## src/cfg_msg_pkg.sv

```systemverilog
// types, constants and device register map for the configuration message host
// assumes one 100 MHz clock; the device answers on a token stream of its own
package cfg_msg_pkg;
    typedef struct packed {
        logic ctrl;
        logic [7:0] val;
    } tok_s;
    typedef struct packed {
        logic [2:0] kind;
        logic no_reply;
        logic [15:0] node_id;
        logic [7:0] per_id;
        logic [23:0] reply;
        logic [15:0] reg_num;
        logic [31:0] wdata;
        logic [7:0] size;
    } cmd_s;
    typedef struct packed {
        logic busy;
        logic done;
        logic ok;
        logic fail;
        logic bad;
    } stat_s;
    typedef enum logic [1:0] {H_IDLE, H_SEND, H_WAIT} host_st_e;
    typedef struct packed {
        host_st_e st;
        cmd_s cmd;
        logic [4:0] idx;
        logic txv;
        tok_s tok;
        logic [31:0] dest;
        logic arm;
        stat_s stat;
    } host_s;
    typedef enum logic [1:0] {R_IDLE, R_HEAD, R_DATA, R_TAIL} rx_st_e;
    typedef struct packed {
        rx_st_e st;
        logic [7:0] cnt;
        logic ok;
        logic [31:0] rdata;
        logic done;
        logic rdy;
    } rx_s;
    typedef struct packed {
        cmd_s cmd;
        logic wr_pend;
        logic rd_pend;
        logic [7:0] addr;
        logic ready;
        logic [31:0] rdata;
        logic go;
        logic clr;
    } regs_s;
    // message tokens
    localparam logic [7:0] TOK_END = 8'h01, TOK_OK = 8'h03, TOK_FAIL = 8'h04;
    localparam logic [7:0] TOK_WR_CFG = 8'hc0, TOK_RD_CFG = 8'hc1, TOK_WR_PER = 8'h24, TOK_RD_PER = 8'h25;
    localparam logic [15:0] DEST_TILE = 16'hc20c, DEST_NODE = 16'hc30c;
    localparam logic [7:0] DEST_PER = 8'h02, NO_REPLY_LOW = 8'hff, PS_RES_LOW = 8'h0c;
    // kinds: bit 0 read, bit 1 node space, bit 2 analogue peripheral
    localparam logic [2:0] K_PER_RD = 3'h5;
    localparam int KB_RD = 0, KB_NODE = 1, KB_PER = 2;
    localparam logic [7:0] MAX_PER_BYTES = 8'h04, CFG_WORD_BYTES = 8'h04;
    localparam logic [4:0] IX_OPEN = 5'h00, IX_RA_HI = 5'h01, IX_RA_MID = 5'h02, IX_RA_LO = 5'h03;
    localparam logic [4:0] IX_RN_A = 5'h04, IX_RN_B = 5'h05, IX_HDR_END = 5'h06, IX_CFG_WR_END = 5'h0a;
    // software register byte offsets and fields
    localparam logic [7:0] A_CTRL = 8'h00, A_TARGET = 8'h04, A_REPLY = 8'h08, A_REGNUM = 8'h0c;
    localparam logic [7:0] A_WDATA = 8'h10, A_SIZE = 8'h14, A_STATUS = 8'h18, A_RDATA = 8'h1c, A_PSID = 8'h20;
    localparam int CB_GO = 0, CB_KIND = 1, CB_NOREP = 4, TGT_PER = 16, SB_DONE = 1;
    localparam logic [1:0] HTRANS_NONSEQ = 2'b10;
    localparam logic HRESP_OKAY = 1'b0;
    // device processor status register map
    localparam logic [7:0] PS_MEM_BASE = 8'h00, PS_VEC_BASE = 8'h01, PS_TILE_CTRL = 8'h02, PS_BOOT = 8'h03;
    localparam logic [7:0] PS_SECURITY = 8'h05, PS_RING_CTRL = 8'h06, PS_RING_CNT0 = 8'h07, PS_RING_CNT1 = 8'h08;
    localparam logic [7:0] PS_RING_CNT2 = 8'h09, PS_RING_CNT3 = 8'h0a, PS_MEM_SIZE = 8'h0c, PS_DBG_SSR = 8'h10;
    localparam logic [7:0] PS_DBG_SPC = 8'h11, PS_DBG_SSP = 8'h12, PS_DBG_FETCH1 = 8'h13, PS_DBG_FETCH2 = 8'h14;
    localparam logic [7:0] PS_DBG_IKIND = 8'h15, PS_DBG_IDATA = 8'h16, PS_DBG_CORE = 8'h18, PS_DBG_SCRATCH = 8'h20;
    localparam logic [7:0] PS_IBP_ADDR = 8'h30, PS_IBP_CTRL = 8'h40, PS_DW_LO = 8'h50, PS_DW_HI = 8'h60;
    localparam logic [7:0] PS_DBP_CTRL = 8'h70, PS_RBP_MASK = 8'h80, PS_RBP_VAL = 8'h90, PS_RBP_CTRL = 8'h9c;
    localparam logic [31:0] RST_MEM_BASE = 32'h00040000;
    localparam int MB_LSB = 2, VB_LSB = 18, TC_TXDLY = 18, TC_TXDIV = 9, TC_RGMII = 8;
    localparam int TC_DYN = 5, TC_DIVEN = 4, TC_UTMI = 2, TC_ULPI = 1;
endpackage

```

## src/reply_rx.sv

```systemverilog
// collects one reply message: ok or fail head, data bytes msb first, closing token
// assumes rx tokens are synchronous to hclk and taken on rx_valid and rx_ready
`timescale 1ns/1ps
module reply_rx (
    input wire logic hclk,
    input wire logic hresetn,
    input wire logic arm,
    input wire logic [7:0] nbytes,
    input wire logic rx_valid,
    input wire cfg_msg_pkg::tok_s rx_tok,
    output logic rx_ready,
    output logic done,
    output logic ok,
    output logic [31:0] rdata
);
    cfg_msg_pkg::rx_s q, n;
    logic take;
    logic is_end;

    assign take = rx_valid && q.rdy;
    assign is_end = rx_tok.ctrl && rx_tok.val == cfg_msg_pkg::TOK_END;

    always_comb begin
        n = q;
        n.done = 1'b0;
        case (q.st)
            cfg_msg_pkg::R_IDLE: begin
                if (arm) begin
                    n = '{st: cfg_msg_pkg::R_HEAD, cnt: nbytes, ok: 1'b0, rdata: '0, done: 1'b0, rdy: 1'b1};
                end
            end
            cfg_msg_pkg::R_HEAD: begin
                if (take) begin
                    n.ok = rx_tok.ctrl && rx_tok.val == cfg_msg_pkg::TOK_OK;
                    n.st = (n.ok && q.cnt != '0) ? cfg_msg_pkg::R_DATA : cfg_msg_pkg::R_TAIL;
                end
            end
            cfg_msg_pkg::R_DATA: begin
                if (take && rx_tok.ctrl) begin
                    // short reply counts as failure
                    n.ok = 1'b0;
                    n.st = is_end ? cfg_msg_pkg::R_IDLE : cfg_msg_pkg::R_TAIL;
                    n.rdy = !is_end;
                    n.done = is_end;
                end else if (take) begin
                    n.rdata = {q.rdata[23:0], rx_tok.val};
                    n.cnt = q.cnt - 8'h01;
                    if (q.cnt == 8'h01) begin
                        n.st = cfg_msg_pkg::R_TAIL;
                    end
                end
            end
            cfg_msg_pkg::R_TAIL: begin
                if (take && is_end) begin
                    n.st = cfg_msg_pkg::R_IDLE;
                    n.rdy = 1'b0;
                    n.done = 1'b1;
                end else if (take) begin
                    n.ok = 1'b0;
                end
            end
            default: n.st = cfg_msg_pkg::R_IDLE;
        endcase
    end

    always_ff @(posedge hclk or negedge hresetn) begin
        if (!hresetn) begin
            q <= '0;
        end else begin
            q <= n;
        end
    end

    assign rx_ready = q.rdy;
    assign done = q.done;
    assign ok = q.ok;
    assign rdata = q.rdata;
endmodule

```

## src/sw_regs.sv

```systemverilog
// ahb-lite slave holding the command registers and showing host status
// assumes one slave on the bus: hready is this slave's own hreadyout
`timescale 1ns/1ps
module sw_regs (
    input wire logic hclk,
    input wire logic hresetn,
    input wire logic hsel,
    input wire logic [31:0] haddr,
    input wire logic [1:0] htrans,
    input wire logic hwrite,
    input wire logic [2:0] hsize,
    input wire logic [31:0] hwdata,
    input wire logic hready,
    output logic hreadyout,
    output logic [31:0] hrdata,
    output logic hresp,
    output cfg_msg_pkg::cmd_s cmd,
    output logic go,
    output logic clr,
    input wire cfg_msg_pkg::stat_s stat,
    input wire logic [31:0] reply_data
);
    cfg_msg_pkg::regs_s q, n;
    logic [31:0] rd_val;

    always_comb begin
        case (q.addr)
            cfg_msg_pkg::A_CTRL: rd_val = 32'({q.cmd.no_reply, q.cmd.kind, 1'b0});
            cfg_msg_pkg::A_TARGET: rd_val = 32'({q.cmd.per_id, q.cmd.node_id});
            cfg_msg_pkg::A_REPLY: rd_val = 32'(q.cmd.reply);
            cfg_msg_pkg::A_REGNUM: rd_val = 32'(q.cmd.reg_num);
            cfg_msg_pkg::A_WDATA: rd_val = q.cmd.wdata;
            cfg_msg_pkg::A_SIZE: rd_val = 32'(q.cmd.size);
            cfg_msg_pkg::A_STATUS: rd_val = 32'({stat.bad, stat.fail, stat.ok, stat.done, stat.busy});
            cfg_msg_pkg::A_RDATA: rd_val = reply_data;
            cfg_msg_pkg::A_PSID: rd_val = 32'({q.cmd.reg_num, cfg_msg_pkg::PS_RES_LOW});
            default: rd_val = '0;
        endcase
    end

    always_comb begin
        n = q;
        n.go = 1'b0;
        n.clr = 1'b0;
        if (q.wr_pend) begin
            n.wr_pend = 1'b0;
            case (q.addr)
                cfg_msg_pkg::A_CTRL: begin
                    n.cmd.kind = hwdata[cfg_msg_pkg::CB_KIND +: 3];
                    n.cmd.no_reply = hwdata[cfg_msg_pkg::CB_NOREP];
                    n.go = hwdata[cfg_msg_pkg::CB_GO];
                end
                cfg_msg_pkg::A_TARGET: begin
                    n.cmd.node_id = hwdata[15:0];
                    n.cmd.per_id = hwdata[cfg_msg_pkg::TGT_PER +: 8];
                end
                cfg_msg_pkg::A_REPLY: n.cmd.reply = hwdata[23:0];
                cfg_msg_pkg::A_REGNUM: n.cmd.reg_num = hwdata[15:0];
                cfg_msg_pkg::A_WDATA: n.cmd.wdata = hwdata;
                cfg_msg_pkg::A_SIZE: n.cmd.size = hwdata[7:0];
                cfg_msg_pkg::A_STATUS: n.clr = hwdata[cfg_msg_pkg::SB_DONE];
                default: n.clr = 1'b0;
            endcase
        end
        if (q.rd_pend) begin
            n.rd_pend = 1'b0;
            n.rdata = rd_val;
            n.ready = 1'b1;
        end
        if (hsel && hready && htrans == cfg_msg_pkg::HTRANS_NONSEQ) begin
            n.addr = haddr[7:0];
            n.wr_pend = hwrite;
            n.rd_pend = !hwrite;
            n.ready = hwrite;
        end
    end

    always_ff @(posedge hclk or negedge hresetn) begin
        if (!hresetn) begin
            q <= '{default: '0, ready: 1'b1};
        end else begin
            q <= n;
        end
    end

    assign hreadyout = q.ready;
    assign hrdata = q.rdata;
    assign hresp = cfg_msg_pkg::HRESP_OKAY;
    assign cmd = q.cmd;
    assign go = q.go;
    assign clr = q.clr;
endmodule

```

## src/msg_host.sv

```systemverilog
// host that builds configuration request messages and collects the replies
// assumes the token link is synchronous to hclk; software drives it over ahb-lite
// What this block does
// - every request carries a 24-bit reply channel-end address.
// - a write with reply low byte all ones gets no reply.
// - multi-byte fields travel most significant byte first.
// - status register resource id is register number shifted left 8, or 0x0c.
// - tile space destination is tile id above low half 0xc20c.
// - config write is 192, reply address, 16-bit register, 32-bit data, 1.
// - config read is 193, reply address, 16-bit register, 1.
// - node space destination is node id above low half 0xc30c.
// - peripheral destination is node id, peripheral id, low byte 0x02.
// - peripheral write 36, reply, register, count, bytes, 1; read uses 37.
`timescale 1ns/1ps
module msg_host (
    input wire logic hclk,
    input wire logic hresetn,
    input wire logic hsel,
    input wire logic [31:0] haddr,
    input wire logic [1:0] htrans,
    input wire logic hwrite,
    input wire logic [2:0] hsize,
    input wire logic [31:0] hwdata,
    input wire logic hready,
    output logic hreadyout,
    output logic [31:0] hrdata,
    output logic hresp,
    output logic tx_valid,
    output cfg_msg_pkg::tok_s tx_tok,
    output logic [31:0] tx_dest,
    input wire logic tx_ready,
    input wire logic rx_valid,
    input wire cfg_msg_pkg::tok_s rx_tok,
    output logic rx_ready
);
    cfg_msg_pkg::host_s q, n;
    cfg_msg_pkg::cmd_s cmd_in;
    logic go;
    logic clr;
    logic rx_done;
    logic rx_ok;
    logic [31:0] rx_data;
    logic [7:0] rx_nbytes;
    logic sent_last;

    function automatic logic is_rd(input cfg_msg_pkg::cmd_s c);
        return c.kind[cfg_msg_pkg::KB_RD];
    endfunction

    function automatic logic is_per(input cfg_msg_pkg::cmd_s c);
        return c.kind[cfg_msg_pkg::KB_PER];
    endfunction

    function automatic logic refused(input cfg_msg_pkg::cmd_s c);
        return c.kind > cfg_msg_pkg::K_PER_RD || (is_per(c) && c.size > cfg_msg_pkg::MAX_PER_BYTES);
    endfunction

    function automatic logic [23:0] reply_of(input cfg_msg_pkg::cmd_s c);
        if (c.no_reply && !is_rd(c)) begin
            return {c.reply[23:8], cfg_msg_pkg::NO_REPLY_LOW};
        end
        return c.reply;
    endfunction

    function automatic logic [4:0] last_idx(input cfg_msg_pkg::cmd_s c);
        if (is_rd(c)) begin
            return cfg_msg_pkg::IX_HDR_END;
        end
        if (is_per(c)) begin
            return cfg_msg_pkg::IX_HDR_END + c.size[4:0];
        end
        return cfg_msg_pkg::IX_CFG_WR_END;
    endfunction

    function automatic logic [7:0] opener(input cfg_msg_pkg::cmd_s c);
        if (is_per(c)) begin
            return is_rd(c) ? cfg_msg_pkg::TOK_RD_PER : cfg_msg_pkg::TOK_WR_PER;
        end
        return is_rd(c) ? cfg_msg_pkg::TOK_RD_CFG : cfg_msg_pkg::TOK_WR_CFG;
    endfunction

    function automatic logic [31:0] dest_of(input cfg_msg_pkg::cmd_s c);
        if (is_per(c)) begin
            return {c.node_id, c.per_id, cfg_msg_pkg::DEST_PER};
        end
        if (c.kind[cfg_msg_pkg::KB_NODE]) begin
            return {c.node_id, cfg_msg_pkg::DEST_NODE};
        end
        return {c.node_id, cfg_msg_pkg::DEST_TILE};
    endfunction

    function automatic cfg_msg_pkg::tok_s tok_at(input cfg_msg_pkg::cmd_s c, input logic [4:0] i);
        logic [23:0] ra;
        logic [4:0] k;
        cfg_msg_pkg::tok_s t;
        ra = reply_of(c);
        k = last_idx(c) - i - 5'h01;
        t.ctrl = 1'b0;
        // data bytes msb first
        t.val = 8'(c.wdata >> {k[1:0], 3'b000});
        if (i == last_idx(c)) begin
            t = '{ctrl: 1'b1, val: cfg_msg_pkg::TOK_END};
        end else if (i == cfg_msg_pkg::IX_OPEN) begin
            t = '{ctrl: 1'b1, val: opener(c)};
        end else if (i == cfg_msg_pkg::IX_RA_HI) begin
            t.val = ra[23:16];
        end else if (i == cfg_msg_pkg::IX_RA_MID) begin
            t.val = ra[15:8];
        end else if (i == cfg_msg_pkg::IX_RA_LO) begin
            t.val = ra[7:0];
        end else if (i == cfg_msg_pkg::IX_RN_A) begin
            t.val = is_per(c) ? c.reg_num[7:0] : c.reg_num[15:8];
        end else if (i == cfg_msg_pkg::IX_RN_B) begin
            t.val = is_per(c) ? c.size : c.reg_num[7:0];
        end
        return t;
    endfunction

    sw_regs u_regs (
        .hclk(hclk),
        .hresetn(hresetn),
        .hsel(hsel),
        .haddr(haddr),
        .htrans(htrans),
        .hwrite(hwrite),
        .hsize(hsize),
        .hwdata(hwdata),
        .hready(hready),
        .hreadyout(hreadyout),
        .hrdata(hrdata),
        .hresp(hresp),
        .cmd(cmd_in),
        .go(go),
        .clr(clr),
        .stat(q.stat),
        .reply_data(rx_data)
    );

    assign rx_nbytes = !is_rd(q.cmd) ? '0 : (is_per(q.cmd) ? q.cmd.size : cfg_msg_pkg::CFG_WORD_BYTES);

    reply_rx u_rx (
        .hclk(hclk),
        .hresetn(hresetn),
        .arm(q.arm),
        .nbytes(rx_nbytes),
        .rx_valid(rx_valid),
        .rx_tok(rx_tok),
        .rx_ready(rx_ready),
        .done(rx_done),
        .ok(rx_ok),
        .rdata(rx_data)
    );

    assign sent_last = q.txv && tx_ready && q.idx == last_idx(q.cmd);

    always_comb begin
        n = q;
        n.arm = 1'b0;
        if (clr) begin
            n.stat.done = 1'b0;
        end
        case (q.st)
            cfg_msg_pkg::H_IDLE: begin
                if (go && refused(cmd_in)) begin
                    n.stat = '{busy: 1'b0, done: 1'b1, ok: 1'b0, fail: 1'b1, bad: 1'b1};
                end else if (go) begin
                    n.cmd = cmd_in;
                    n.stat = '{busy: 1'b1, done: 1'b0, ok: 1'b0, fail: 1'b0, bad: 1'b0};
                    n.idx = '0;
                    n.txv = 1'b1;
                    n.tok = tok_at(cmd_in, '0);
                    n.dest = dest_of(cmd_in);
                    n.st = cfg_msg_pkg::H_SEND;
                end
            end
            cfg_msg_pkg::H_SEND: begin
                if (sent_last) begin
                    n.txv = 1'b0;
                    if (q.cmd.no_reply && !is_rd(q.cmd)) begin
                        // nothing will come back
                        n.stat = '{busy: 1'b0, done: 1'b1, ok: 1'b1, fail: 1'b0, bad: 1'b0};
                        n.st = cfg_msg_pkg::H_IDLE;
                    end else begin
                        n.arm = 1'b1;
                        n.st = cfg_msg_pkg::H_WAIT;
                    end
                end else if (tx_ready) begin
                    n.idx = q.idx + 5'h01;
                    n.tok = tok_at(q.cmd, q.idx + 5'h01);
                end
            end
            cfg_msg_pkg::H_WAIT: begin
                if (rx_done) begin
                    // failure answers also cover rejected registers
                    n.stat = '{busy: 1'b0, done: 1'b1, ok: rx_ok, fail: !rx_ok, bad: 1'b0};
                    n.st = cfg_msg_pkg::H_IDLE;
                end
            end
            default: n.st = cfg_msg_pkg::H_IDLE;
        endcase
    end

    always_ff @(posedge hclk or negedge hresetn) begin
        if (!hresetn) begin
            q <= '0;
        end else begin
            q <= n;
        end
    end

    assign tx_valid = q.txv;
    assign tx_tok = q.tok;
    assign tx_dest = q.dest;
endmodule

```

## config.mk

```make
export PLATFORM = sky130hd
export DESIGN_NAME = msg_host
export DESIGN_NICKNAME = d
export VERILOG_FILES = /design/src/cfg_msg_pkg.sv /design/src/reply_rx.sv /design/src/sw_regs.sv /design/src/msg_host.sv
export SDC_FILE = /design/constraint.sdc
export NUM_CORES = 1
export LEC_CHECK = 0
export BUFFER_PORTS_ARGS = -buffer_cell sky130_fd_sc_hd__buf_2
export CAP_MARGIN = 20
export CORE_MARGIN = 2
export CORE_UTILIZATION = 55
export CTS_BUF_LIST = sky130_fd_sc_hd__clkbuf_4 sky130_fd_sc_hd__clkbuf_8 sky130_fd_sc_hd__clkbuf_16
export CTS_CLUSTER_DIAMETER = 150
export DETAILED_ROUTE_END_ITERATION = 8
export GPL_ROUTABILITY_DRIVEN = 0
export GPL_TIMING_DRIVEN = 0
export PLACE_DENSITY = 0.78
export REMOVE_ABC_BUFFERS = 1
export SLEW_MARGIN = 15
export SYNTH_ARGS = -nofsm -noshare
export SYNTH_HDL_FRONTEND = slang
export SYNTH_HIERARCHICAL = 1
export SYNTH_SLANG_ARGS = --single-unit
```

## constraint.sdc

```tcl
create_clock -name hclk -period 3.3 [get_ports hclk]
set_input_delay 0.99 -clock hclk [delete_from_list [all_inputs] [get_ports hclk]]
set_output_delay 0.99 -clock hclk [all_outputs]
set_load 0.005 [all_outputs]
```

**After elaboration in Yosys (flattened, before gate mapping)**

Index checks and enable logic that the tools add are counted.

- Flip-flop bits (word level): 361
- Output and inout bits: 77

- Add/subtract/negate cells: 6
- Magnitude comparators: 2
- Eq/ne operators: 42
- Shift operators: 1
- Multiplexer cells: 132
- Bitwise gates (word level): 1
- Reductions and logical operators: 44

Operator list:

| cell | number |
|---|---|
| 2-to-1 mux 157 bit | 2 |
| one-hot mux 32 bit (9 select lines) | 1 |
| 2-to-1 mux 32 bit | 6 |
| 2-to-1 mux 8 bit | 16 |
| 2-to-1 mux 5 bit | 22 |
| one-hot mux 32 bit (2 select lines) | 1 |
| 2-to-1 mux 1 bit | 56 |
| 2-to-1 mux 24 bit | 2 |
| 2-to-1 mux 45 bit | 1 |
| 2-to-1 mux 33 bit | 1 |
| equality test 8 x 5 -> 1 bit, second input constant | 4 |
| >> shifter 32 x 5 -> 8 bit | 1 |
| one-hot mux 15 bit (2 select lines) | 1 |
| 2-to-1 mux 9 bit | 3 |
| 2-to-1 mux 2 bit | 11 |
| AND reduction 5 bit | 4 |
| equality test 8 x 1 -> 1 bit, second input constant | 2 |
| equality test 8 x 4 -> 1 bit, second input constant | 2 |
| != test 2 bit, second input constant | 8 |
| one-hot mux 8 bit (2 select lines) | 1 |
| AND reduction 4 bit | 4 |
| one-hot mux 5 bit (3 select lines) | 1 |
| != test 2 x 1 -> 1 bit, second input constant | 7 |
| logical AND 1 bit | 13 |
| other kinds (35) | 58 |

**Longest topological paths before layout**

Gate-level depths: netlist of run 1.

- Depth after elaboration: 30
- Gate-level depth with buffers: 14
- Gate-level depth less buffers: 9

**Modules after synthesis**

Netlist of run 1, hierarchy kept.

Modules (own cells, without submodules):

| module | instances | cells an instance | area an instance (um2) | sequential area each (um2) |
|---|---|---|---|---|
| sw_regs | 1 | 725 | 8245.4 | 3829.9 |
| msg_host | 1 | 852 | 7342.0 | 3278.1 |
| reply_rx | 1 | 269 | 2338.5 | 1126.1 |

**Worst setup path before layout of run 1**

OpenSTA, ideal clock, no wires.

- Kind: reg2reg
- Start: register, netlist name tx_dest[1]
- End: register q, in the netlist tx_tok[1]
- Data arrival time: 3060 ps
- Required time: 3175 ps
- Setup slack: 115 ps
- Stages on the path, launching flop included: 15
- Cell sequence: dfrtp_1 buf_6 buf_2 buf_2 clkbuf_1 and3b_1 ha_1 xnor2_2 xnor2_2 buf_6 mux4_1 nor2_1 o211ai_1 a22oi_1 o31ai_1

RTL lines:

| item | line | source |
|---|---|---|
| end signal, assigned | msg_host.sv:207 | `q <= n;` |
| end, declared | msg_host.sv:36 | `cfg_msg_pkg::host_s q, n;` |

**Final worst setup path of run 1**

- Start: register u_regs/q[37] in the netlist's numbering
- End: register u_regs.q, in the netlist u_regs/cmd[100]

- Word-level cells in the longest chain between the ends: 2

RTL lines:

| item | line | source |
|---|---|---|
| start, declared | sw_regs.sv:23 | `cfg_msg_pkg::regs_s q, n;` |
| start signal, assigned | sw_regs.sv:82 | `q <= n;` |
| equality test 8 x 3 -> 1 bit | sw_regs.sv:47 | `case (q.addr)` |
| AND reduction 2 bit (no line) | - |  |

Every way passes these cells.
A chain may end at the register's enable or synchronous reset.

==> results.md, run 1 <==
- The minimum clock period after layout is 3260 ps.
- The most used flip-flop cell after synthesis is dfrtp_1.
- The number of hold buffers added after CTS was 0.
- STA classifies the critical path startpoint as a register.
- Global routing used 29.8% of the available tracks.
- TritonCTS built the clock tree.
- The number of library cell types mapped by synthesis is 100.
- In this run the clock root is driven by a clkbuf_16.
- The final standard cell area without fillers is 18800 sq um.
- After synthesis the cells add up to 17900 sq um.
- The number of cell rows is 66.
- After technology mapping, the gate count stands at 1846.
- From bottom edge to top edge, the die measures 185 um.
- STA classifies the critical path endpoint as a register.
- The first detailed-routing pass took 8 iterations.
- The via total after detailed routing is 13820.
- The post-synthesis average cell area is 9.71 sq um.
- The largest net degree at the start of global routing is 111.
- The critical path arrival is 3650 ps.
- By instance count, the leading cell after synthesis is nand2_1.
- The detail-routed via count per cell is 6.30.
- The overall die area is 34100 sq um.
- 0 antenna diodes ended up in the layout.
- In the synthesized netlist, mux cells make up 11.1% of the area.
- The synthesized netlist devotes 17.4% of its cell area to simple gates.
- The smallest hold slack is 314 ps.
- The power per cell area is 614 nW/um^2.
- The critical path is of the register to register type.
- The cell area after placement is 17500 sq um.
- The number of setup violations in the final report is 0.
- The number of max-slew violations in the final report was 0.
- The highest ir drop seen on vdd is 451 uV.
- The sequential-to-total area share from yosys stat is 45.9%.
- The via count of the first global-routing pass came to 13536.
- The I/O pin count is 162.
- After the first detailed-routing iteration, the DRC count stood at 1977.
- The remaining design rule violation count is 0.
- In this run the tool buffered the top-level ports with 128 buffer cells.
- The kind of cell with the highest combined delay along the critical path is simple AND/OR/NAND/NOR gates.
- The fraction of the cycle the final worst path needs is 98.8%.
- The clock latency of the later-clocked register in the worst-skew pair is 520 ps.
- Buffers inserted during clock tree synthesis total 35.
- The Yosys step of the flow raised 6 warnings.
- Walking the worst path, the cells encountered are nor4b_2, nand3_2, mux2_2.
- The data required time of the critical path is 3690 ps.
- The commonest cells after synthesis are nand2_1, dfrtp_1, buf_4, mux2_2, nor2_1.
- The layout cell share with drive strength beyond 1 is 23.4%.
- The worst relative slew slack is 26.3%.
- The number of antenna violations at the first check in global routing is 1.
- The hold violation count in the final report came to 0.
- Compared with the post-synthesis result, the final layout area differs by 4.79%.
- Summing the areas of all fa, ha and maj instances in the mapped netlist gives 0.838% of the synthesized area.
- The mean routed wirelength per cell is 23.1 um.
- The kind of path behind the tightest hold check is input pin to asynchronous set/reset pin.
- The level count of the clock H-tree is 2.
- The accumulated negative setup slack is 0 ps.
- The complex-gate fraction of the synthesized area is 11.3%.
- The completed layout was analyzed and its total power is 11.5 mW.
- The flip-flop and latch count after synthesis is 329.
- The first global-routing pass estimated 77600 um of wire.
- The measured slew at the worst slew-check pin is 1100 ps.
- The dominant combinational cell family by area after synthesis is simple AND/OR/NAND/NOR gates.
- The setup slack of the worst register-to-register path is 40 ps.
- The count of nets left with antenna violations after detail routing is 0.
- The remaining global-route overflow is 0.
- Yosys attributes the largest share of cell area to dfrtp_1, buf_4, nand2_1.
- For this run, asynchronously set or reset flops after synthesis account for 100%.
- The flow ran to the end, and the final reports show no timing, DRC or antenna violations.
- Once the floorplan was initialized, standard cells occupied 55.5% of the core.
- The timing-limited maximum frequency is 0.307 GHz.
- The total clock sinks is 329.
- The maximum net fanout on the critical path is 35.
- The synthesized netlist devotes 0.691% of its cell area to XOR and XNOR gates.
- The clock passes through at most 3 buffers.
- The total wire length is 50700 um.
- Summed over all nets, the half-perimeter wirelength after detailed placement is 34100 um.
- Setup repair after global routing left no endpoint under its margin.
- In the final design database the tool counted 1822 nets.
- The synthesized design contains 0 enable-type register cells.
- The area share of the leading cell type in the synthesized netlist is 45.8%.
- The largest single stage delay on the critical path is 930 ps.
- The width of the chip is 185 um.
- The utilization after layout is 58.2%.
- The clock edge transition at the registers on the reported setup and hold paths is 70 ps.
- The critical path contains buffers and inverters numbering 0 combined.
- Max-cap violations in this run came to 0.
- The total area inside the core boundary comes to 32300 sq um.
- The analysis attributes to cell leakage a power of 8.86 nW.
- The cell with the largest stage delay on the worst path is dfrtp_2.
- Between clock sinks in the finished design, the worst skew comes to 16.0 ps.
- Summed over all instances, the cell type with the most area after synthesis is dfrtp_1.
-- area by class of cell --
cell class	count	area, sq um
Multi-Input combinational cell	1157	7490
Clock inverter	16	199
Sequential cell	329	8250
Timing Repair Buffer	150	1060
Fill cell	2600	13500
Tap cell	442	553
Inverter	52	195
Clock buffer	47	1040
-- final timing paths --
kind,from,to,cells past startpoint
worst min-delay path,hresetn,q[147]$_DFFE_PN0N_,1
worst max-delay path,u_regs/q[37]$_DFFE_PN0P_,u_regs/cmd[100]$_DFFE_PN0P_,3
max in group asynchronous,hresetn,q[64]$_DFFE_PN0N_,3
worst max register to register,u_regs/q[37]$_DFFE_PN0P_,u_regs/cmd[100]$_DFFE_PN0P_,3
min in group hclk,tx_dest[13]$_DFFE_PN0N_,tx_dest[13]$_DFFE_PN0N_,2
worst min register to register,tx_dest[13]$_DFFE_PN0N_,tx_dest[13]$_DFFE_PN0N_,2
-- cell usage in the layout, fill, tap and decap left out, types with 6 or more instances in the layout --
| cell type | instances |
|---|---|
| nand3_1 | 50 |
| or2_2 | 6 |
| o31ai_1 | 11 |
| a221oi_1 | 6 |
| conb_1 | 6 |
| clkinv_2 | 6 |
| nor4_1 | 6 |
| buf_2 | 128 |
| buf_16 | 7 |
| dfrtp_2 | 7 |
| clkbuf_8 | 6 |
| mux2i_1 | 28 |
| dfrtp_1 | 320 |
| o21ai_0 | 52 |
| a22oi_1 | 33 |
| inv_1 | 52 |
| nand2b_1 | 13 |
| buf_12 | 7 |
| nor2b_1 | 10 |
| nand2_1 | 426 |
| a31oi_1 | 9 |
| nand4_1 | 8 |
| a21o_1 | 8 |
| mux2_2 | 130 |
| a21oi_1 | 34 |
| o22ai_1 | 32 |
| and3_1 | 14 |
| nor2_1 | 68 |
| clkbuf_16 | 37 |
| o221ai_1 | 7 |
| ha_1 | 11 |
| a22o_1 | 18 |
| nor3_1 | 19 |
-- stage by stage --
stage	cells	worst slack [ps]
CTS	2192	67.1
floorplan	1538	-2270
finish	2193	39.3
detailed placement	2125	-551
global route	2193	13.8
global placement	2108	-6000
-- what timing repair did --
item | in CTS | in global routing
setup endpoints to repair | 15 | 8
hold endpoints to repair | 0 | 0
buffers inserted | 4 | 1
gates resized for setup | 4 | 3
pin swaps | 1 | 0
-- registers in the layout (all words and copies together), names as in the netlist --
| register | cells |
|---|---|
| q | 110 |
| u_regs/cmd | 108 |
| u_regs/hrdata | 32 |
| u_rx/rdata | 32 |
| tx_dest | 11 |
| u_regs/q | 10 |
| u_rx/q | 10 |
| tx_tok | 9 |
| tx_valid | 1 |
| u_regs/clr | 1 |
| u_regs/go | 1 |
| u_regs/hreadyout | 1 |
| u_rx/done | 1 |
| u_rx/ok | 1 |
| u_rx/rx_ready | 1 |
-- cell families (layout without fill, tap and decap cells) --
logic type,Yosys count,count (layout)
AND/OR/NAND/NOR,679,679
buffers and inverters,364,265
flip-flops,329,329
AO/OA/AOI/OAI,281,281
multiplexers,169,169
adder cells (fa/ha/maj),12,12
XOR/XNOR,10,10
other,2,6
-- report_power, final --
| part | internal (mW) | switching, mW | leakage (nW) |
|---|---|---|---|
| Sequential | 4.24 | 0.418 | 4.24 |
| Clock | 2.54 | 1.68 | 0.610 |
| Combinational | 1.10 | 1.55 | 4.01 |
| Total | 7.88 | 3.65 | 8.86 |
-- routing by layer --
layer | GRT usage (%) | vias up | share of wire [%]
li1 | - | 5904 | -
met1 | 39.6 | 6777 | 39
met2 | 46.1 | 890 | 45
met3 | 6.07 | 247 | 10
met4 | 15.9 | 2 | 6.4
met5 | 0 | - | 0.026
(Power assumes the default switching activity.)
==> run 2: changes to the inputs <==
==> constraint.sdc (replaced) <==
create_clock -name hclk -period 3.3 [get_ports hclk]
set_input_delay 0.66 -clock hclk [delete_from_list [all_inputs] [get_ports hclk]]
set_output_delay 0.66 -clock hclk [all_outputs]
set_load 0.005 [all_outputs]
==> results.md, run 2 (same netlist as run 1, synthesis figures left out) <==
- The critical path is of the register to register type.
- The flip-flop count of the largest register, all copies and words added is 110 (unchanged).
- The number of nets in the finished design is 1823 (+0.055%).
- The power per cell area is 614 nW/um^2 (about the same).
- The checks that failed: setup timing.
- The number of antenna repair diodes is 0 (unchanged).
- The run finished, with violations left.
- The measured slew at the worst slew-check pin is 1080 ps (-15.9 ps).
- STA classifies the critical path endpoint as a register.
- The setup slack of the critical path after layout is -8.59 ps (-47.9 ps).
- The number of setup violations in the final report came to 1 (+1).
- The path class of the tightest hold or removal check is input pin to register.
- The clock edge transition at the registers on the reported setup and hold paths is 60 ps (about the same).
- The number of violations reported at the end of detailed-routing iteration 0 came to 1941 (-1.8%).
- The highest ir drop seen on vdd is 456 uV (+1.1%).
- The number of antenna violations at the first check in global routing is 1 (unchanged).
- The total wire length is 50700 um (about the same).
- The accumulated negative setup slack came to -8.59 ps (-8.59 ps).
- The number of maximum-capacitance violations was 0 (unchanged).
- The total power after layout is 11.5 mW (about the same).
- The overall die area is 34100 sq um (unchanged).
- The level count of the clock H-tree came to 2 (unchanged).
- The count of nets left with antenna violations after detail routing came to 0 (unchanged).
- The via total after detailed routing is 13737 (-0.60%).
- The layout overhead on the synthesized area is 4.84% (about the same).
- The cell area after placement was 17500 sq um (unchanged).
- The static leakage power is 8.87 nW (about the same).
- The reported net switching power is 3.65 mW (about the same).
- The total clock sinks came to 329 (unchanged).
- The final standard cell area without fillers is 18800 sq um (about the same).
- The I/O pin count is 162 (unchanged).
- STA classifies the critical path startpoint as a register.
- The timing-limited maximum frequency came to 0.302 GHz (-1.4%).
- The smallest hold slack is 329 ps (+15.2 ps).
- The critical path arrival was 3700 ps (+50 ps).
- The data required time of the critical path is 3690 ps (about the same).
- The HPWL reported at the end of detailed placement is 34100 um (unchanged).
- The layout cell share with drive strength beyond 1 is 23.4% (about the same).
- The clock latency of the later-clocked register in the worst-skew pair is 520 ps (about the same).
- The via count of the first global-routing pass is 13539 (+0.022%).
- The cell sitting at the root of the clock tree is a clkbuf_16.
- The library cells used most frequently in the layout, excluding fill and tap cells, are nand2_1, dfrtp_1, mux2_2, buf_2, nor2_1.
- The die boundary height is 185 um (unchanged).
- The combinational share of power is 22.9% (about the same).
- The number of cells after detailed placement was 2125 (unchanged).
- Leaving out fill and tap cells, the most frequent cell in the layout is nand2_1.
- The internal power is 7.88 mW (about the same).
- The global-route wire length before repair is 77600 um (about the same).
- The remaining design rule violation count is 0 (unchanged).
- The switching portion of total power is 31.7% (about the same).
- The mean routed wirelength per cell was 23.1 um (about the same).
- The worst clock skew is 15.8 ps (-0.202 ps).
- The part of the total power dissipated in sequential elements is 40.4% (about the same).
- The utilization after layout is 58.2% (about the same).
- The maximum net fanout on the critical path came to 35 (unchanged).
- The core box area is 32300 sq um (unchanged).
- The worst relative slew slack is 27.4% (+1.1 points).
- The number of cell rows is 66 (unchanged).
- The number of buffers created by CTS is 35 (unchanged).
- The maximum clock insertion buffer count is 3 (unchanged).
- The final cell count without fillers is 2194 (+0.046%).
- The hold violation count in the final report is 0 (unchanged).
- The most flop-heavy register is q.
- The count of buffers inserted at the top-level ports is 128 (unchanged).
- The width of the chip is 185 um (unchanged).
- The pre-CTS worst setup slack was -551 ps (unchanged).
- The total track usage is 29.8% (about the same).
- Setup repair after global routing left no endpoint under its margin.
- The part of the power in the clock network is 36.6% (about the same).
- The detail-routed via count per cell was 6.26 (-0.65%).
- TritonCTS built the clock tree.
- The fraction of the cycle the final worst path needs came to 100% (+1.5 points).
- The largest net degree at the start of global routing is 111 (unchanged).
- The remaining global-route overflow came to 0 (unchanged).
- The first-pass iteration count of the detailed router came to 6 (-2).
- The initial standard-cell utilization of the core was 55.5% (unchanged).
- The number of max-slew violations in the final report is 0 (unchanged).
- The minimum clock period after layout is 3310 ps (+47.9 ps).
## run 2: changes by cell type in the layout (fill, tap and decap cells not counted)
cell	delta
dlygate4sd3_1	+1
## run 2: worst max-delay path: stages, from the launching register on
cell,delay [ps]
dfrtp_2,950
nor4b_2,760
nand3_2,850
mux2_2,590
## run 2: power groups by stage
stage | clock network (mW) | registers (mW) | logic [mW]
floorplan | 0 | 4.59 | 1.63
global placement | 0 | 4.70 | 2.31
detailed placement | 0 | 4.71 | 2.44
CTS | 4.22 | 4.64 | 2.58
global route | 4.39 | 4.68 | 2.83
finish | 4.22 | 4.66 | 2.64
## run 2: routing by layer
layer / up-vias / part of all wire (%) / GRT usage, %
met4: 2 / 6.4 / 15.9
li1: 5900 / - / -
met3: 249 / 9.9 / 6.07
met5: - / 0.026 / 0
met2: 888 / 45 / 46.1
met1: 6698 / 39 / 39.6
## run 2: final cells by class
class                   count  area [sq um]
clock buffers              47          1040
inverters                  52           195
well taps                 442           553
multi-input cells        1157          7490
repair buffers            151          1070
clock inverters            16           199
flip-flops and latches    329          8250
fillers                  2599         13500
## run 2: final timing paths
path	from	endpoint	slack [ps]	cells after the start
worst max-delay path	u_regs/q[37]$_DFFE_PN0P_	u_regs/cmd[100]$_DFFE_PN0P_	-9	3
worst min register to register	tx_dest[13]$_DFFE_PN0N_	tx_dest[13]$_DFFE_PN0N_	470	2
min in group asynchronous	hresetn	q[147]$_DFFE_PN0N_	580	2
worst min-delay path	hwrite	u_regs/q[43]$_DFF_PN0_	330	2
max in group asynchronous	hresetn	q[80]$_DFFE_PN0N_	1400	4
worst max register to register	u_regs/q[37]$_DFFE_PN0P_	u_regs/cmd[100]$_DFFE_PN0P_	-9	3
## run 2: timing repair
item	in CTS	in global routing
pin swaps	1	0
setup endpoints to repair	15	8
hold buffers	1	0
endpoints found under the hold margin	23	0
buffers inserted	4	1
gates resized for setup	4	3
==> run 3: changes to the inputs <==
PLACE_DENSITY = 0.83   (was 0.78)
==> results.md, run 3 (same netlist as run 1, synthesis figures left out) <==
- The run finished with clean final reports.
- The detail-routed via count per cell is 6.43 (+2.7%).
- The smallest hold slack is 9.15 ps (-320 ps).
- Broken down by cell family, the worst path's largest delay share belongs to simple AND/OR/NAND/NOR gates.
- The width of the chip came to 185 um (unchanged).
- The remaining global-route overflow is 0 (unchanged).
- The sequential standard cell area came to 8250 sq um (about the same).
- The number of violations reported at the end of detailed-routing iteration 0 came to 2362 (+22%).
- In this run the clock root is driven by a clkbuf_16.
- The layout cell share with drive strength beyond 1 came to 23.2% (-0.19 points).
- The worst clock skew is 17.1 ps (+1.32 ps).
- The number of buffers created by CTS is 34 (-2.9%).
- The number of setup violations in the final report is 0 (-1).
- The mean routed wirelength per cell is 23.4 um (+1.0%).
- The largest net degree at the start of global routing is 107 (-3.6%).
- The fraction of the cycle the final worst path needs is 98.2% (-2.0 points).
- The number of cell rows is 66 (unchanged).
- The number of max-slew violations in the final report came to 0 (unchanged).
- The total wire length is 51100 um (+0.71%).
- The buffering stage count on the worst path with inverters included came to 0 (unchanged).
- The level count of the clock H-tree is 2 (unchanged).
- The category of the most critical setup path is register to register.
- The overall die area was 34100 sq um (unchanged).
- The critical path arrival is 3630 ps (-70 ps).
- The utilization after layout came to 57.9% (-0.32 points).
- The maximum clock insertion buffer count is 3 (unchanged).
- The count of fill cells added during filler insertion came to 2517 (-3.2%).
- The clock latency of the later-clocked register in the worst-skew pair is 530 ps (about the same).
- The kind of path behind the tightest hold check is input pin to asynchronous set/reset pin.
- The global-route wire length before repair was 78200 um (+0.75%).
- Setup repair after global routing left no endpoint under its margin.
- TritonCTS built the clock tree.
- The count of buffers inserted at the top-level ports is 128 (unchanged).
- Leaving out fill and tap cells, the most frequent cell in the layout is nand2_1.
- The maximum net fanout on the critical path is 35 (unchanged).
- The total clock sinks is 329 (unchanged).
- The first-pass iteration count of the detailed router is 6 (unchanged).
- Relative to the synthesized area, the layout overhead comes to 4.27%.
- The initial standard-cell utilization of the core is 55.5% (unchanged).
- The core box area is 32300 sq um (unchanged).
- The count of nets left with antenna violations after detail routing is 0 (unchanged).
- The timing-limited maximum frequency is 0.309 GHz (+2.1%).
- The total power after layout is 11.4 mW (-1.5%).
- The number of maximum-capacitance violations is 0 (unchanged).
- The combined area of the multi-input logic cells is 7500 sq um (+0.10%).
- The highest ir drop seen on vdd is 426 uV (-6.6%).
- The worst relative slew slack was 23.9% (-3.5 points).
- The power per cell area is 608 nW/um^2 (-0.92%).
- The die boundary height was 185 um (unchanged).
- The signal on the critical path passes through nor4b_2, nand3_2, mux2_2.
- The HPWL reported at the end of detailed placement is 33900 um (-0.60%).
- The clock edge transition at the registers on the reported setup and hold paths is 60 ps (about the same).
- The worst setup path is captured at a register.
- The number of antenna repair diodes is 0 (unchanged).
- The total track usage is 29.9% (+0.16 points).
- The static leakage power is 8.82 nW (-0.55%).
- The cell area after placement is 17400 sq um (-0.18%).
- The via total after detailed routing was 14065 (+2.4%).
- The flip-flop count of the largest register, all copies and words added is 110 (unchanged).
- In the layout the commonest cells are nand2_1, dfrtp_1, mux2_2, buf_2, nor2_1.
- The minimum clock period after layout is 3240 ps (-67.6 ps).
- The accumulated negative setup slack was 0 ps (+8.59 ps).
- The setup slack of the worst register-to-register path is 60 ps (+70 ps).
- The remaining design rule violation count came to 0 (unchanged).
- Ranked by flip-flop count, first place goes to q.
- The data required time of the critical path is 3690 ps (about the same).
- The delay contributed by the slowest stage of the critical path is 970 ps (+20 ps).
- The slowest stage of the critical path is the dfrtp_2 cell.
- The sort of element at the start of the critical path is a register.
- The number of antenna violations at the first check in global routing is 0 (-1).
- The hold violation count in the final report is 0 (unchanged).
- The via count of the first global-routing pass was 13755 (+1.6%).
- The final standard cell area without fillers was 18700 sq um (-0.55%).
- The number of nets in the finished design is 1818 (-0.27%).
- The I/O pin count came to 162 (unchanged).
- The measured slew at the worst slew-check pin came to 1130 ps (+52.4 ps).
==> run 3: report_power, final <==
part           internal (mW)  total (mW)  switching, mW
combinational           1.07        2.65           1.58
sequential              4.25        4.64          0.396
clock                   2.45        4.07           1.62
==> run 3: per-layer routing <==
metal	global-route usage, %	up-vias	share of wire [%]
met5	0	-	0
met4	18.5	0	7.2
met3	7.13	261	11
met2	46.5	1051	45
met1	37.9	6878	36
li1	-	5875	-
==> run 3: repair_timing <==
| action | in CTS | in global routing |
|---|---|---|
| endpoints found under the setup margin | 14 | 15 |
| buffers inserted | 4 | 1 |
| resized for setup | 3 | 4 |
| pin swaps | 1 | 0 |
| hold buffers | 0 | 0 |
==> run 3: worst paths after layout <==
check	start	end	depth (start not counted)
worst max-delay path	u_regs/q[37]$_DFFE_PN0P_	u_regs/cmd[81]$_DFFE_PN0P_	3
worst min-delay path	hresetn	q[142]$_DFFE_PN0N_	1
worst max register to register	u_regs/q[37]$_DFFE_PN0P_	u_regs/cmd[81]$_DFFE_PN0P_	3
worst min register to register	tx_dest[12]$_DFFE_PN0N_	tx_dest[12]$_DFFE_PN0N_	2
max in group asynchronous	hresetn	q[129]$_DFFE_PN0N_	4
min in group hclk	hwrite	u_regs/q[43]$_DFF_PN0_	2
==> run 3: area by class of cell <==
cell class                 instances  area share [%]
timing repair buffer             147            5.43
clock buffer                      46            5.36
multi-input combinational       1157            40.1
sequential                       329            44.1
clock inverter                    14           0.991
tap                              442            2.96
inverter                          52            1.04
==> run 3: through the flow <==
| step | instances | worst slack [ps] |
|---|---|---|
| 2_1_floorplan | 1538 | -2270 |
| 3_3_place_gp | 2108 | -5850 |
| 3_5_place_dp | 2122 | -491 |
| 4_1_cts | 2186 | 66.3 |
| 5_1_grt | 2187 | 24.8 |
| 6_report | 2187 | 59.0 |
